<file path="config.mk">
export PLATFORM = sky130hd
export DESIGN_NAME = qsm_sys_mux
export DESIGN_NICKNAME = d
export VERILOG_FILES = /design/src/logic/qsm_pkg.sv /design/src/logic/qsm_sync3.sv /design/src/logic/qsm_chan_lane.sv /design/src/logic/qsm_sys_mux.sv
export SDC_FILE = /design/constraint.sdc
export NUM_CORES = 1
export LEC_CHECK = 0
export ABC_AREA = 1
export BUFFER_PORTS_ARGS = -buffer_cell sky130_fd_sc_hd__buf_4
export CORE_UTILIZATION = 53
export CTS_CLUSTER_DIAMETER = 100
export DETAILED_ROUTE_END_ITERATION = 6
export PLACE_DENSITY = 0.76
export SETUP_SLACK_MARGIN = 0.1
export SLEW_MARGIN = 0
export SYNTH_ARGS = -nofsm -noshare
export SYNTH_HDL_FRONTEND = slang
export SYNTH_SLANG_ARGS = --single-unit
</file>
<file path="constraint.sdc">
create_clock -name i_clk -period 2.3 [get_ports i_clk]
set_input_delay 0.23 -clock i_clk [delete_from_list [all_inputs] [get_ports i_clk]]
set_output_delay 0.23 -clock i_clk [all_outputs]
set_load 0.05 [all_outputs]
</file>
<file path="src/logic/qsm_pkg.sv">
// Constants, register map and helpers for the quad system interface multiplexer
// Behaviour
// - Multiplex enable carries all four E1 frames on one 8.192/16.384 Mbit/s stream
// - In multiplex mode channel 1 clock and sync time all four channels
// - Clock rate code 10 is 8.192 MHz; data rate hi=1 lo=0 is 8.192 Mbit/s
// - Channel outputs are ORed; each channel gets a distinct phase 000 to 011
// - Interleave select 0 interleaves by byte, time slot by time slot
// - Interleave select 1 interleaves by bit, framers 1 to 4 per bit
// - Channels 2 to 4 outputs undefined, their clocks, syncs and inputs ignored
// - Shared port codes: timer input, timer output, frame clock high, frame clock low
// - Frame clock only while the selected channel's clock synthesizer is active
// - Source select picks channel 1 to 4 for the shared port
// - Select routes channel 1 to 4 receive clock to first receive clock output
// - Receive system and route clock ports input at 0, output at 1
// - Transmit system clock direction 0 makes that port an input
// - Transmit multiframe sync active low at polarity 0, high at 1
package qsm_pkg;
  localparam logic [7:0] ADDR_PORT_DIR = 8'h84;
  localparam logic [7:0] ADDR_GLOBAL = 8'h85;
  localparam logic [7:0] ADDR_SYS_IF = 8'h86;
  localparam logic [7:0] ADDR_RX_OFS = 8'h87;
  localparam logic [7:0] ADDR_TX_OFS = 8'h88;
  localparam logic [7:0] ADDR_CH_BASE = 8'h90;
  localparam logic [7:0] ADDR_CH_LAST = 8'h93;
  localparam logic [7:0] ADDR_STATUS = 8'h94;
  localparam logic [7:0] RESET_VAL = 8'h00;
  // Port direction register fields
  localparam int PD_RCLK = 0;
  localparam int PD_RX_SYS = 1;
  localparam int PD_TX_SYS = 2;
  localparam int PD_MF_POL = 3;
  localparam logic [7:0] PD_MASK = 8'h0F;
  // Global register fields
  localparam int GL_RX1 = 0;
  localparam int GL_SRC = 2;
  localparam int GL_SHARED = 4;
  localparam int GL_MUX = 6;
  localparam logic [7:0] GL_MASK = 8'h7F;
  // System interface register fields
  localparam int SI_RATE = 0;
  localparam int SI_DR_HI = 2;
  localparam int SI_DR_LO = 3;
  localparam int SI_BIM = 4;
  localparam int SI_TX_MF = 5;
  localparam logic [7:0] SI_MASK = 8'h3F;
  // Per-channel register fields
  localparam int CH_PHASE = 0;
  localparam int CH_SYNTH = 3;
  localparam int CH_RS = 4;
  localparam logic [7:0] CH_MASK = 8'h3F;
  // Codes
  localparam logic [1:0] CLK_RATE_8M = 2'h2;
  localparam logic [1:0] CLK_RATE_16M = 2'h3;
  localparam logic [1:0] SHARED_SEC_IN = 2'h0;
  localparam logic [1:0] SHARED_SEC_OUT = 2'h1;
  localparam logic [1:0] SHARED_FSC_HI = 2'h2;
  localparam logic [1:0] SHARED_FSC_LO = 2'h3;
  localparam logic [1:0] RS_SYNTH_A = 2'h2;
  localparam logic [1:0] RS_SYNTH_B = 2'h3;
  localparam logic [2:0] BIT_LAST = 3'h7;
  localparam logic [10:0] POS_LAST_SLOW = 11'h3FF;
  localparam logic [10:0] POS_LAST_FAST = 11'h7FF;
  localparam int POS_IDLE = 10;

  // Channel that owns a stream position
  function automatic logic [1:0] pos_chan(input logic [10:0] pos, input logic interleave_select);
    return interleave_select ? pos[1:0] : pos[4:3];
  endfunction

  // Bit index within the byte, 0 is sent first
  function automatic logic [2:0] pos_bit(input logic [10:0] pos, input logic interleave_select);
    return interleave_select ? pos[4:2] : pos[2:0];
  endfunction

  function automatic logic [4:0] pos_slot(input logic [10:0] pos);
    return pos[9:5];
  endfunction

  function automatic logic [10:0] pos_next(input logic [10:0] pos, input logic [10:0] last);
    return (pos == last) ? 11'h000 : pos + 11'h001;
  endfunction

  function automatic logic synth_active(input logic [7:0] cfg);
    return cfg[CH_SYNTH] | (cfg[CH_RS +: 2] == RS_SYNTH_A) | (cfg[CH_RS +: 2] == RS_SYNTH_B);
  endfunction
endpackage

</file>
<file path="src/logic/qsm_sync3.sv">
// Three-stage pin sampler with agreement filter and edge pulses
`timescale 1ns/1ps
module qsm_sync3 (
  input wire logic i_clk,
  input wire logic i_rst,
  input wire logic i_pin,
  output logic o_level,
  output logic o_rise,
  output logic o_fall
);
  logic s1_r;
  logic s2_r;
  logic s3_r;

  // Sampling chain
  always_ff @(posedge i_clk) begin
    if (i_rst) begin
      s1_r <= 1'b0;
      s2_r <= 1'b0;
      s3_r <= 1'b0;
    end else begin
      s1_r <= i_pin;
      s2_r <= s1_r;
      s3_r <= s2_r;
    end
  end

  // Level moves only when stages two and three agree
  always_ff @(posedge i_clk) begin
    if (i_rst) begin
      o_level <= 1'b0;
      o_rise <= 1'b0;
      o_fall <= 1'b0;
    end else begin
      o_rise <= (s2_r == s3_r) && s3_r && !o_level;
      o_fall <= (s2_r == s3_r) && !s3_r && o_level;
      if (s2_r == s3_r) begin
        o_level <= s3_r;
      end
    end
  end
endmodule

</file>
<file path="src/logic/qsm_chan_lane.sv">
// One channel's slice of the shared stream, receive drive and transmit capture
`timescale 1ns/1ps
module qsm_chan_lane (
  input wire logic i_clk,
  input wire logic i_rst,
  input wire logic [2:0] i_phase,
  input wire logic i_rx_live,
  input wire logic [1:0] i_rx_chan,
  input wire logic [2:0] i_rx_bit,
  input wire logic [7:0] i_rx_byte,
  input wire logic [7:0] i_rx_sig_byte,
  input wire logic i_tx_take,
  input wire logic [1:0] i_tx_chan,
  input wire logic [2:0] i_tx_bit,
  input wire logic i_tx_data,
  input wire logic i_tx_sig,
  output logic o_rx_data,
  output logic o_rx_sig,
  output logic [7:0] o_tx_byte,
  output logic [7:0] o_tx_sig_byte,
  output logic o_tx_valid
);
  logic rx_sel;
  logic tx_sel;
  logic [2:0] rx_idx;
  logic [6:0] tx_sh_r;
  logic [6:0] sig_sh_r;

  // Only phases 000 to 011 ever match a stream slot
  assign rx_sel = i_rx_live && (i_phase == {1'b0, i_rx_chan});
  assign tx_sel = i_tx_take && (i_phase == {1'b0, i_tx_chan});
  assign rx_idx = qsm_pkg::BIT_LAST - i_rx_bit;

  // First bit of a slot is the byte's MSB; zero outside our phase
  assign o_rx_data = rx_sel & i_rx_byte[rx_idx];
  assign o_rx_sig = rx_sel & i_rx_sig_byte[rx_idx];

  // Transmit capture, byte handed over with the last bit
  always_ff @(posedge i_clk) begin
    if (i_rst) begin
      tx_sh_r <= 7'h00;
      sig_sh_r <= 7'h00;
      o_tx_byte <= 8'h00;
      o_tx_sig_byte <= 8'h00;
      o_tx_valid <= 1'b0;
    end else begin
      o_tx_valid <= 1'b0;
      if (tx_sel) begin
        tx_sh_r <= {tx_sh_r[5:0], i_tx_data};
        sig_sh_r <= {sig_sh_r[5:0], i_tx_sig};
        if (i_tx_bit == qsm_pkg::BIT_LAST) begin
          o_tx_byte <= {tx_sh_r, i_tx_data};
          o_tx_sig_byte <= {sig_sh_r, i_tx_sig};
          o_tx_valid <= 1'b1;
        end
      end
    end
  end

  a_lane_valid: assert property (@(posedge i_clk) disable iff (i_rst)
    o_tx_valid |-> $past(tx_sel) && ($past(i_tx_bit) == qsm_pkg::BIT_LAST))
    else $error("byte handed over without last bit of own phase");
  a_lane_quiet: assert property (@(posedge i_clk) disable iff (i_rst)
    (i_phase[2] || !i_rx_live) |-> !o_rx_data && !o_rx_sig)
    else $error("lane drives the OR outside its phase");
endmodule

</file>
<file path="src/logic/qsm_sys_mux.sv">
// Global system interface multiplexer, shared port and clock routing
//
// Strobed register access was decided locally.
`timescale 1ns/1ps
module qsm_sys_mux (
  input wire logic i_clk,
  input wire logic i_rst,
  input wire logic [7:0] i_addr,
  input wire logic [7:0] i_wr_data,
  input wire logic i_wr,
  input wire logic i_rd,
  output logic [7:0] o_rd_data,
  input wire logic i_rx_sys_clk,
  input wire logic i_rx_sync_pulse,
  input wire logic i_tx_sys_clk,
  input wire logic i_tx_sync_pulse,
  input wire logic i_tx_multiframe_sync,
  input wire logic i_tx_data_in,
  input wire logic i_tx_sig_in,
  input wire logic [3:0][7:0] i_rx_byte,
  input wire logic [3:0][7:0] i_rx_sig_byte,
  output logic [4:0] o_rx_slot,
  output logic o_rx_data_out,
  output logic o_rx_sig_out,
  output logic [3:0][7:0] o_tx_byte,
  output logic [3:0][7:0] o_tx_sig_byte,
  output logic [3:0] o_tx_valid,
  output logic [4:0] o_tx_slot,
  input wire logic [3:0] i_ch_frame_clk,
  input wire logic [3:0] i_ch_sec_timer,
  input wire logic i_shared_port_in,
  output logic o_shared_port_out,
  output logic o_shared_port_oe_n,
  output logic o_sec_timer_in,
  input wire logic [3:0] i_ch_rx_clk,
  output logic o_rx_clk1,
  output logic [2:0] o_rx_clk_rest,
  output logic o_rx_sys_clk_oe_n,
  output logic o_tx_sys_clk_oe_n,
  output logic o_rx_route_clk_oe_n
);
  logic [7:0] port_dir_r;
  logic [7:0] global_r;
  logic [7:0] sys_if_r;
  logic [7:0] rx_ofs_r;
  logic [7:0] tx_ofs_r;
  logic [3:0][7:0] ch_cfg_r;
  logic rx_seen_r;
  logic tx_seen_r;
  logic [10:0] rx_pos_r;
  logic [10:0] tx_pos_r;
  logic rx_div_r;
  logic tx_div_r;
  logic rx_clk_rise, rx_sp_rise;
  logic tx_clk_rise, tx_sp_rise;
  logic mf_rise, mf_fall;
  logic tx_d_lvl, tx_s_lvl, sh_in_lvl;
  logic mux_on, interleave_select, slow_clk, fast_data, need_div;
  logic rx_adv, tx_adv, tx_sync_evt;
  logic [10:0] pos_last;
  logic [3:0] lane_rx, lane_sig;
  logic [1:0] shared_mode, shared_src;
  logic [7:0] src_cfg;

  assign mux_on = global_r[qsm_pkg::GL_MUX];
  assign interleave_select = sys_if_r[qsm_pkg::SI_BIM];
  // 16.384 MHz clock with 8.192 Mbit/s data advances every other edge
  assign slow_clk = sys_if_r[qsm_pkg::SI_RATE +: 2] == qsm_pkg::CLK_RATE_8M;
  assign fast_data = sys_if_r[qsm_pkg::SI_DR_HI] & sys_if_r[qsm_pkg::SI_DR_LO];
  assign need_div = !slow_clk && !fast_data;
  assign pos_last = fast_data ? qsm_pkg::POS_LAST_FAST : qsm_pkg::POS_LAST_SLOW;
  assign shared_mode = global_r[qsm_pkg::GL_SHARED +: 2];
  assign shared_src = global_r[qsm_pkg::GL_SRC +: 2];
  assign src_cfg = ch_cfg_r[shared_src];

  // Pin samplers; only channel 1 timing pins exist in this mode
  qsm_sync3 u_rx_clk (.i_clk(i_clk), .i_rst(i_rst), .i_pin(i_rx_sys_clk),
    .o_level(), .o_rise(rx_clk_rise), .o_fall());
  qsm_sync3 u_rx_sp (.i_clk(i_clk), .i_rst(i_rst), .i_pin(i_rx_sync_pulse),
    .o_level(), .o_rise(rx_sp_rise), .o_fall());
  qsm_sync3 u_tx_clk (.i_clk(i_clk), .i_rst(i_rst), .i_pin(i_tx_sys_clk),
    .o_level(), .o_rise(tx_clk_rise), .o_fall());
  qsm_sync3 u_tx_sp (.i_clk(i_clk), .i_rst(i_rst), .i_pin(i_tx_sync_pulse),
    .o_level(), .o_rise(tx_sp_rise), .o_fall());
  qsm_sync3 u_tx_mf (.i_clk(i_clk), .i_rst(i_rst), .i_pin(i_tx_multiframe_sync),
    .o_level(), .o_rise(mf_rise), .o_fall(mf_fall));
  qsm_sync3 u_tx_d (.i_clk(i_clk), .i_rst(i_rst), .i_pin(i_tx_data_in),
    .o_level(tx_d_lvl), .o_rise(), .o_fall());
  qsm_sync3 u_tx_s (.i_clk(i_clk), .i_rst(i_rst), .i_pin(i_tx_sig_in),
    .o_level(tx_s_lvl), .o_rise(), .o_fall());
  qsm_sync3 u_sh_in (.i_clk(i_clk), .i_rst(i_rst), .i_pin(i_shared_port_in),
    .o_level(sh_in_lvl), .o_rise(), .o_fall());

  // Multiframe sync begins the frame on its active edge
  assign tx_sync_evt = sys_if_r[qsm_pkg::SI_TX_MF] ?
    (port_dir_r[qsm_pkg::PD_MF_POL] ? mf_rise : mf_fall) : tx_sp_rise;
  assign rx_adv = rx_clk_rise && !(need_div && rx_div_r);
  assign tx_adv = tx_clk_rise && !(need_div && tx_div_r);

  // Register writes
  always_ff @(posedge i_clk) begin
    if (i_rst) begin
      port_dir_r <= qsm_pkg::RESET_VAL;
      global_r <= qsm_pkg::RESET_VAL;
      sys_if_r <= qsm_pkg::RESET_VAL;
      rx_ofs_r <= qsm_pkg::RESET_VAL;
      tx_ofs_r <= qsm_pkg::RESET_VAL;
      ch_cfg_r <= '0;
    end else if (i_wr) begin
      unique case (i_addr)
        qsm_pkg::ADDR_PORT_DIR: port_dir_r <= i_wr_data & qsm_pkg::PD_MASK;
        qsm_pkg::ADDR_GLOBAL: global_r <= i_wr_data & qsm_pkg::GL_MASK;
        qsm_pkg::ADDR_SYS_IF: sys_if_r <= i_wr_data & qsm_pkg::SI_MASK;
        qsm_pkg::ADDR_RX_OFS: rx_ofs_r <= i_wr_data;
        qsm_pkg::ADDR_TX_OFS: tx_ofs_r <= i_wr_data;
        default: begin
          if (i_addr >= qsm_pkg::ADDR_CH_BASE && i_addr <= qsm_pkg::ADDR_CH_LAST) begin
            ch_cfg_r[i_addr[1:0]] <= i_wr_data & qsm_pkg::CH_MASK;
          end
        end
      endcase
    end
  end

  // Read data one cycle after the strobe, zero when idle or unmapped
  always_ff @(posedge i_clk) begin
    if (i_rst) begin
      o_rd_data <= 8'h00;
    end else if (!i_rd) begin
      o_rd_data <= 8'h00;
    end else begin
      unique case (i_addr)
        qsm_pkg::ADDR_PORT_DIR: o_rd_data <= port_dir_r;
        qsm_pkg::ADDR_GLOBAL: o_rd_data <= global_r;
        qsm_pkg::ADDR_SYS_IF: o_rd_data <= sys_if_r;
        qsm_pkg::ADDR_RX_OFS: o_rd_data <= rx_ofs_r;
        qsm_pkg::ADDR_TX_OFS: o_rd_data <= tx_ofs_r;
        qsm_pkg::ADDR_STATUS: o_rd_data <= {1'b0, qsm_pkg::pos_slot(rx_pos_r), tx_seen_r,
          rx_seen_r};
        default: begin
          if (i_addr >= qsm_pkg::ADDR_CH_BASE && i_addr <= qsm_pkg::ADDR_CH_LAST) begin
            o_rd_data <= ch_cfg_r[i_addr[1:0]];
          end else begin
            o_rd_data <= 8'h00;
          end
        end
      endcase
    end
  end

  // Receive stream position, restarted at the offset by the sync pulse
  always_ff @(posedge i_clk) begin
    if (i_rst || !mux_on) begin
      rx_pos_r <= 11'h000;
      rx_div_r <= 1'b0;
      rx_seen_r <= 1'b0;
    end else if (rx_sp_rise) begin
      rx_pos_r <= {1'b0, rx_ofs_r, 2'b00};
      rx_div_r <= 1'b0;
      rx_seen_r <= 1'b1;
    end else if (rx_clk_rise) begin
      rx_div_r <= need_div ? !rx_div_r : 1'b0;
      if (rx_adv) begin
        rx_pos_r <= qsm_pkg::pos_next(rx_pos_r, pos_last);
      end
    end
  end

  // Transmit stream position
  always_ff @(posedge i_clk) begin
    if (i_rst || !mux_on) begin
      tx_pos_r <= 11'h000;
      tx_div_r <= 1'b0;
      tx_seen_r <= 1'b0;
    end else if (tx_sync_evt) begin
      tx_pos_r <= {1'b0, tx_ofs_r, 2'b00};
      tx_div_r <= 1'b0;
      tx_seen_r <= 1'b1;
    end else if (tx_clk_rise) begin
      tx_div_r <= need_div ? !tx_div_r : 1'b0;
      if (tx_adv) begin
        tx_pos_r <= qsm_pkg::pos_next(tx_pos_r, pos_last);
      end
    end
  end

  // Four lanes share the positions; the upper half of a 16.384 stream is idle
  genvar g;
  generate
    for (g = 0; g < 4; g++) begin : g_lane
      qsm_chan_lane u_lane (
        .i_clk(i_clk),
        .i_rst(i_rst),
        .i_phase(ch_cfg_r[g][qsm_pkg::CH_PHASE +: 3]),
        .i_rx_live(mux_on && !rx_pos_r[qsm_pkg::POS_IDLE]),
        .i_rx_chan(qsm_pkg::pos_chan(rx_pos_r, interleave_select)),
        .i_rx_bit(qsm_pkg::pos_bit(rx_pos_r, interleave_select)),
        .i_rx_byte(i_rx_byte[g]),
        .i_rx_sig_byte(i_rx_sig_byte[g]),
        .i_tx_take(mux_on && tx_adv && !tx_pos_r[qsm_pkg::POS_IDLE]),
        .i_tx_chan(qsm_pkg::pos_chan(tx_pos_r, interleave_select)),
        .i_tx_bit(qsm_pkg::pos_bit(tx_pos_r, interleave_select)),
        .i_tx_data(tx_d_lvl),
        .i_tx_sig(tx_s_lvl),
        .o_rx_data(lane_rx[g]),
        .o_rx_sig(lane_sig[g]),
        .o_tx_byte(o_tx_byte[g]),
        .o_tx_sig_byte(o_tx_sig_byte[g]),
        .o_tx_valid(o_tx_valid[g])
      );
    end
  endgenerate

  // Receive outputs: OR of the lanes, channel 1 pins only
  always_ff @(posedge i_clk) begin
    if (i_rst || !mux_on) begin
      o_rx_data_out <= 1'b0;
      o_rx_sig_out <= 1'b0;
      o_rx_slot <= 5'h00;
    end else begin
      o_rx_slot <= qsm_pkg::pos_slot(rx_pos_r);
      if (rx_adv) begin
        o_rx_data_out <= |lane_rx;
        o_rx_sig_out <= |lane_sig;
      end
    end
  end

  // Slot of the byte being handed to the framers
  always_ff @(posedge i_clk) begin
    if (i_rst) begin
      o_tx_slot <= 5'h00;
    end else if (tx_adv) begin
      o_tx_slot <= qsm_pkg::pos_slot(tx_pos_r);
    end
  end

  // Shared one-second / frame clock port
  always_ff @(posedge i_clk) begin
    if (i_rst) begin
      o_shared_port_out <= 1'b0;
      o_shared_port_oe_n <= 1'b1;
      o_sec_timer_in <= 1'b0;
    end else begin
      o_shared_port_oe_n <= shared_mode == qsm_pkg::SHARED_SEC_IN;
      o_sec_timer_in <= (shared_mode == qsm_pkg::SHARED_SEC_IN) && sh_in_lvl;
      unique case (shared_mode)
        qsm_pkg::SHARED_SEC_IN: o_shared_port_out <= 1'b0;
        qsm_pkg::SHARED_SEC_OUT: o_shared_port_out <= i_ch_sec_timer[shared_src];
        qsm_pkg::SHARED_FSC_HI: o_shared_port_out <=
          i_ch_frame_clk[shared_src] && qsm_pkg::synth_active(src_cfg);
        qsm_pkg::SHARED_FSC_LO: o_shared_port_out <=
          !(i_ch_frame_clk[shared_src] && qsm_pkg::synth_active(src_cfg));
      endcase
    end
  end

  // Receive clock routing and clock port directions
  always_ff @(posedge i_clk) begin
    if (i_rst) begin
      o_rx_clk1 <= 1'b0;
      o_rx_clk_rest <= 3'h0;
      o_rx_sys_clk_oe_n <= 1'b1;
      o_tx_sys_clk_oe_n <= 1'b1;
      o_rx_route_clk_oe_n <= 1'b1;
    end else begin
      o_rx_clk1 <= i_ch_rx_clk[global_r[qsm_pkg::GL_RX1 +: 2]];
      o_rx_clk_rest <= i_ch_rx_clk[3:1];
      o_rx_sys_clk_oe_n <= !port_dir_r[qsm_pkg::PD_RX_SYS];
      o_tx_sys_clk_oe_n <= !port_dir_r[qsm_pkg::PD_TX_SYS];
      o_rx_route_clk_oe_n <= !port_dir_r[qsm_pkg::PD_RCLK];
    end
  end

  a_mux_quiet: assert property (@(posedge i_clk) disable iff (i_rst)
    !mux_on ##1 !mux_on |-> !o_rx_data_out && !o_rx_sig_out)
    else $error("stream active while multiplex disabled");
  a_rx_sync_start: assert property (@(posedge i_clk) disable iff (i_rst)
    mux_on && rx_sp_rise ##1 mux_on |-> rx_pos_r == {1'b0, $past(rx_ofs_r), 2'b00})
    else $error("receive sync did not restart position at offset");
  a_tx_pol: assert property (@(posedge i_clk) disable iff (i_rst)
    mux_on && sys_if_r[qsm_pkg::SI_TX_MF] && !port_dir_r[qsm_pkg::PD_MF_POL] && mf_fall
    ##1 mux_on |-> tx_pos_r == {1'b0, $past(tx_ofs_r), 2'b00})
    else $error("active-low multiframe sync not honoured");
  a_rd_global: assert property (@(posedge i_clk) disable iff (i_rst)
    i_rd && i_addr == qsm_pkg::ADDR_GLOBAL && !i_wr |=> o_rd_data == $past(global_r))
    else $error("global register read back wrong");
  a_fsc_gate: assert property (@(posedge i_clk) disable iff (i_rst)
    shared_mode == qsm_pkg::SHARED_FSC_HI && !qsm_pkg::synth_active(src_cfg)
    ##1 $stable(global_r) && $stable(src_cfg) |-> !o_shared_port_out)
    else $error("frame clock out while synthesizer inactive");
  a_sec_dir: assert property (@(posedge i_clk) disable iff (i_rst)
    $stable(shared_mode) && shared_mode == qsm_pkg::SHARED_SEC_IN |=>
    o_shared_port_oe_n && !o_shared_port_out)
    else $error("shared port driven in timer input mode");
  a_rclk_route: assert property (@(posedge i_clk) disable iff (i_rst)
    1'b1 |=> o_rx_clk1 == $past(i_ch_rx_clk[global_r[qsm_pkg::GL_RX1 +: 2]]))
    else $error("first receive clock not from selected channel");
  a_tx_dir: assert property (@(posedge i_clk) disable iff (i_rst)
    !port_dir_r[qsm_pkg::PD_TX_SYS] [*2] |-> o_tx_sys_clk_oe_n)
    else $error("transmit system clock driven while configured input");
  a_byte_order: assert property (@(posedge i_clk) disable iff (i_rst)
    o_tx_valid[0] && !interleave_select |-> $past(qsm_pkg::pos_chan(tx_pos_r, 1'b0)) == 2'h0 ||
    ch_cfg_r[0][qsm_pkg::CH_PHASE +: 3] != 3'h0)
    else $error("byte-interleaved capture out of order");
endmodule

</file>
* After elaboration in Yosys (flattened, before gate mapping)
Cells that the tools add are included.
** Storage, ports and cells
- Register bits :: 283
- Bits of input ports :: 104
- Output and inout bits :: 98
** Operators by class
- Add/sub/neg operators :: 3
- Magnitude comparators :: 7
- Eq/ne operators :: 31
- Multiplexer cells :: 50
- Bitwise operators :: 17
- Reductions and logical operators :: 81
** Operators by type and width (number)
- two-way mux 10 bit :: 6
- == test 8 bit (second input constant) :: 6
- one-hot mux 8 bit (6 select lines) :: 1
- two-way mux 11 bit :: 3
- binary-select mux 8 bit (select 2 bit) :: 2
- bitwise mux 32 bit :: 1
- logical AND 1 bit :: 32
- AND reduction 2 bit :: 13
- binary-select mux 1 bit (select 3 bit) :: 8
- == test 3 x 2 -> 1 bit :: 8
- two-way mux 8 bit :: 3
- adder 11 x 1 -> 11 bit (second input constant) :: 2
- == test 11 bit :: 2
- zero test 1 bit :: 19
- demux 8 bit (select 2 bit) :: 1
- two-way mux 1 bit :: 16
- OR reduction 2 bit :: 7
- == test 2 bit (second input constant) :: 5
- bitwise AND 1 bit :: 9
- < comparator 2 x 3 -> 1 bit (second input constant) :: 3
- == test 1 bit :: 8
- greater-or-equal comparator 8 bit (second input constant) :: 1
- less-or-equal comparator 8 bit (second input constant) :: 1
- nonzero test 2 bit :: 4
- 17 further kinds :: 28

* Depth between registers and ports, before layout
- Depth after elaboration :: 11
- Depth in mapped cells :: 13

* Cells and area by module
From an unflattened synthesis, not the netlist that was laid out.
** Unflattened totals
- Cell total of the unflattened synthesis :: 1903
- Area total of the unflattened synthesis :: 13145.1 sq um
** By module, submodules not included
- qsm_chan_lane :: times used 4, cells each 225, area an instance 1508.9 sq um
- qsm_sys_mux :: times used 1, cells each 803, area an instance 5437.7 sq um
- qsm_sync3 :: times used 8, cells each 25, area an instance 209.0 sq um

* Worst setup path before layout
Ideal clock, no wire load.
- Kind :: register to register
- Start point :: register u_tx_clk.o_rise
- End point :: register g_lane[3].u_lane.o_tx_byte[1]
- Arrival time :: 1507 ps
- Data required time :: 2186 ps
- Path slack :: 679 ps
- Cell stages (with the launch flop) :: 10
- Buffers on the path :: 1
- Period minus slack after synthesis :: 1621 ps
- Cell sequence :: dfxtp_1 inv_1 or2_1 nand2_2 nand3_4 a21oi_1 nand3_2 buf_6 nand3_1 nand2_1
** On the way
- Word-level cells in the longest chain between the ends :: 5
** Ends and longest elaborated chain
- start: declaration :: line qsm_sync3.sv:8 : output logic o_rise,
- start signal: assignment :: line qsm_sync3.sv:35 : o_rise <= (s2_r == s3_r) && s3_r && !o_level;
- logical AND 1 bit :: line qsm_sys_mux.sv:98 : assign tx_adv = tx_clk_rise && !(need_div && tx_div_r);
- logical AND 1 bit (2 in series) :: line qsm_sys_mux.sv:200 : .i_tx_take(mux_on && tx_adv && !tx_pos_r[qsm_pkg::POS_IDLE]),
- logical AND 1 bit :: line qsm_chan_lane.sv:31 : assign tx_sel = i_tx_take && (i_phase == {1'b0, i_tx_chan});
- AND reduction 2 bit (no source line)
- end signal: assignment :: line qsm_chan_lane.sv:52 : o_tx_byte <= {tx_sh_r, i_tx_data};
- end: declaration :: line qsm_chan_lane.sv:19 : output logic [7:0] o_tx_byte,
No other way between the ends.
A chain may end at the register's enable or synchronous reset.

* Worst setup path in the final report
- Start point :: register sys_if_r[2]
- End point :: register tx_pos_r[3]
** On the way
- Word-level cells in the longest chain between the ends :: 8
- Elaborated cells on any way between the ends :: 14
- Those cells by class :: eq/ne: 1; mux: 5; bitwise: 1; reduce/logical: 7
** Ends and longest elaborated chain
- start: declaration :: line qsm_sys_mux.sv:44 : logic [7:0] sys_if_r;
- start signal: assignment :: line qsm_sys_mux.sv:105 : sys_if_r <= qsm_pkg::RESET_VAL;
- start signal: assignment :: line qsm_sys_mux.sv:113 : qsm_pkg::ADDR_SYS_IF: sys_if_r <= i_wr_data & qsm_pkg::SI_MASK;
- bitwise AND 1 bit * :: line qsm_sys_mux.sv:69 : assign fast_data = sys_if_r[qsm_pkg::SI_DR_HI] & sys_if_r[qsm_pkg::SI_DR_LO];
- parallel branches: the longest is 7 deep, another holds two-way mux 11 bit
- end signal: assignment :: line qsm_sys_mux.sv:176 : tx_pos_r <= {1'b0, tx_ofs_r, 2'b00};
- end signal: assignment :: line qsm_sys_mux.sv:182 : tx_pos_r <= qsm_pkg::pos_next(tx_pos_r, pos_last);
- end: declaration :: line qsm_sys_mux.sv:51 : logic [10:0] tx_pos_r;
Mark *: on every way between the ends. The select of a mux whose other input is x is not followed.

==> summary.txt <==
Outcome
  – Status: finished clean

Cells and area
  – Proportion of layout cells with a drive suffix above 1: 0.162
  – Non-Filler Instances: roughly 2200
  – Layout Nets: approximately 2000
  – Cell area after layout: ~15000 um^2
  – Antenna Cells: 0
  – Most frequent cells in the layout: nand2_1 (334), dfxtp_1 (274), nor2_1 (260)
  – Area Overhead vs Synth: 23.6%
  – Commonest non-fill, non-tap cell in the layout: nand2_1

Timing
  – Final setup violation count: 0
  – Final worst-path cycle share: 0.883
  – Setup Skew: roughly 0.016 ns
  – Slew Limit Fails: 0
  – Final hold viol count: 0
  – Relative slew margins: 0.600
  – Setup TNS: 0 ns
  – Min Tclk post-route: approximately 2 ns
  – RSZ-0062 raised after global routing: no
  – Hold Slack: ~0.042 ns
  – Slew @ Worst Pin: 0.597 ns
  – Max Clk Rate: approximately 490 MHz

CTS
  – Sink Count: 275
  – Post-CTS setup buffers: 0
  – Clock Latency Late Sink: 0.56 ns
  – CTS tree: yes
  – CTS clock-pin slew for the worst setup and hold paths: about 0.060 ns
  – Clock Root Buffer: clkbuf_16
  – CTS Buf Count: 29
  – Max Root-Sink Buffers: 3
  – H-Tree Depth: 1

Power
  – Sw Ratio: 0.217
  – Net Sw Power: roughly 2.2 mW
  – Sequential share of power: 0.480
  – Leak Pwr: around 6.6 nW
  – Pwr Density: 682 nW/um^2
  – Power Total: 10.0 mW
  – Maximum vdd drop: 625 uV
  – P_int: between 7 and 8 mW
  – Clk network pwr share: 0.475
  – Comb power frac: 0.045

Floorplanning
  – Die Ht: between 150 and 200 um
  – Io pins: 202
  – Site Rows: 54
  – Starting density of the core: 0.542
  – Area of the core: about 22000 um^2
  – Die ar.: 23000 um^2
  – Die Width: 152 um

Setup path
  – Data arrival, critical path: ~2.5 ns
  – RR Endpoint: tx_pos_r[3]
  – Critical path class: register to register
  – Crit path capture type: register
  – Reg2Reg Depth: 10
  – WP data required: between 2 and 3 ns
  – Setup crit end: tx_pos_r[3]
  – Crit Path Max Fanout: 12
  – Startpoint types: register
  – Reg-to-reg slack, setup: between 0.2 and 0.3 ns
  – Crit path from: sys_if_r[2]
  – R2R Path Start: sys_if_r[2]

Placement
  – Placed inst area: 13500 um^2
  – Cell count after placement: ~2100
  – Hpwl dp: 22.5 mm
  – I/O Buffers: ~200
  – Gpl congestion: approximately 0.89

Routing
  – Drt first pass iters: 5
  – Routed via count: ~11000
  – Vias per cell: about 5.2
  – Wire length per cell: 14.5 um
  – Remaining DRCs: 0
  – Routed Wire Length: between 30 and 40 mm
  – Initial DRC count: 742
  – Post-route ant nets: 0

Synth
  – Mapped Cells: 1688
  – Predominant post-synthesis flop cell: dfxtp_1
  – Synth Net Count: between 1500 and 2000
  – Synth unique cells: 43
  – Post-synth EDFFs: 0
  – Avg Cell Area, Syn: around 7.0 um^2
  – Warning count from the yosys run: 0
  – #FFs+latches synth: between 200 and 300
  – Post-Syn Area: 11900 um^2
  – Seq/Total Area, Yosys: 0.464
  – Ys async rst share: 0

GRT
  – Global-route usage over all layers: 0.269
  – First-pass GRT wire length: approximately 49 mm
  – Number of global-route vias before repair: 10000
  – Initial antenna violation count: 0
  – Largest net degree at the start of global routing: 74
  – Grt total ovfl: 0

Run
  – Max cap viols: 0

Min path
  – HP Start: i_wr_data[3]
  – HP Class: primary input to register
-- cell usage after synthesis (2+ instances only) --
library cell / number / area, um^2
a211oi_1: 2 / 15.0
a21oi_1: 95 / 475
a21oi_2: 4 / 35.0
a31oi_1: 10 / 62.6
buf_1: 4 / 15.0
buf_2: 13 / 65.1
buf_4: 9 / 67.6
buf_6: 7 / 78.8
clkbuf_1: 35 / 131
dfxtp_1: 275 / 5510
ha_1: 8 / 100
inv_1: 236 / 886
inv_2: 10 / 37.5
nand2_1: 336 / 1260
nand2_2: 5 / 31.3
nand3_1: 119 / 596
nand3_2: 4 / 40.0
nand3b_1: 6 / 45.0
nand4_1: 9 / 56.3
nor2_1: 262 / 983
nor3_1: 14 / 70.1
nor3_2: 3 / 30.0
o211ai_1: 5 / 37.5
o21ai_0: 153 / 766
o21ai_1: 3 / 15.0
o21ai_2: 4 / 35.0
o21bai_1: 13 / 97.6
o22ai_1: 23 / 144
or2_2: 2 / 12.5
xor2_1: 6 / 52.6
-- power by group through the flow --
stage	clock network [mW]	logic (mW)	registers, mW
6_report	4.75	0.451	4.80
5_1_grt	5.01	0.496	4.80
4_1_cts	4.81	0.448	4.80
3_5_place_dp	0	0.424	4.91
3_3_place_gp	0	0.421	4.91
2_1_floorplan	0	0.191	4.92
-- metal layers --
metal,GRT usage,vias to the layer above,share of wire
met5,0,-,0
met4,0.0861,0,0.029
met3,0.0452,79,0.071
met2,0.447,376,0.46
met1,0.355,5134,0.44
li1,-,5746,-
-- sequential cells by signal, summed over array words and instances (netlist names), 5 cells and up --
name	flops
g_lane.u_lane.tx_sh_r	28
o_rd_data	8
g_lane.u_lane.o_tx_byte	32
rx_pos_r	11
rx_ofs_r	8
global_r	7
ch_cfg_r	24
g_lane.u_lane.sig_sh_r	28
o_tx_slot	5
o_rx_slot	5
sys_if_r	6
g_lane.u_lane.o_tx_sig_byte	32
tx_pos_r	11
tx_ofs_r	8
-- per-stage QoR --
step	setup WS, ns	util
6_report	0.270	0.670
5_1_grt	0.114	0.670
4_1_cts	0.152	0.670
3_3_place_gp	0.222	0.618
2_1_floorplan	0.679	-
3_5_place_dp	0.183	0.618
-- critical path, cell delays in order, from the launching register on --
cell and delay, ns:
dfxtp_1 0.40, nand2_2 0.13, o21ai_2 0.10, nand2_1 0.10
nand2_2 0.11, buf_4 0.19, clkinv_1 0.29, nand2_1 0.24
o22ai_1 0.11, a31oi_1 0.17, nor2_1 0.06
-- layout make-up --
type                       count  area, um^2
tap                          280         350
timing repair buffer         233        1810
sequential                   275        5510
clock inverter                 9         113
fill                        1895        7220
inverter                     247         930
clock buffer                  44         872
multi-input combinational   1097        5090
-- how the worst min path moves through the flow --
stage | end | slack [ns] | cells past startpoint
finish | ch_cfg_r[19] | 0.04 | 3
global route | rx_ofs_r[5] | 0.03 | 3
CTS | rx_ofs_r[4] | 0.01 | 3
detailed placement | o_rx_route_clk_oe_n | 0.39 | 1
global placement | u_sh_in.s2_r | 0.39 | 2
floorplan | o_rx_clk_rest[2] | 0.34 | 2
-- kinds of logic after synthesis --
| family | after synthesis | synth area share |
|---|---|---|
| buf+inv | 316 | 0.109 |
| flops | 275 | 0.464 |
| simple gates | 764 | 0.267 |
| xor+xnor | 6 | 0.00443 |
| fa+ha+maj | 8 | 0.00843 |
| compound gates | 319 | 0.148 |
-- repair_timing --
item,in CTS,in global routing
hold endpoints to repair,19,0
hold buffers,15,0
setup endpoints to repair,0,69
gates resized for setup,0,6
Power figures use the tool's default switching activity.
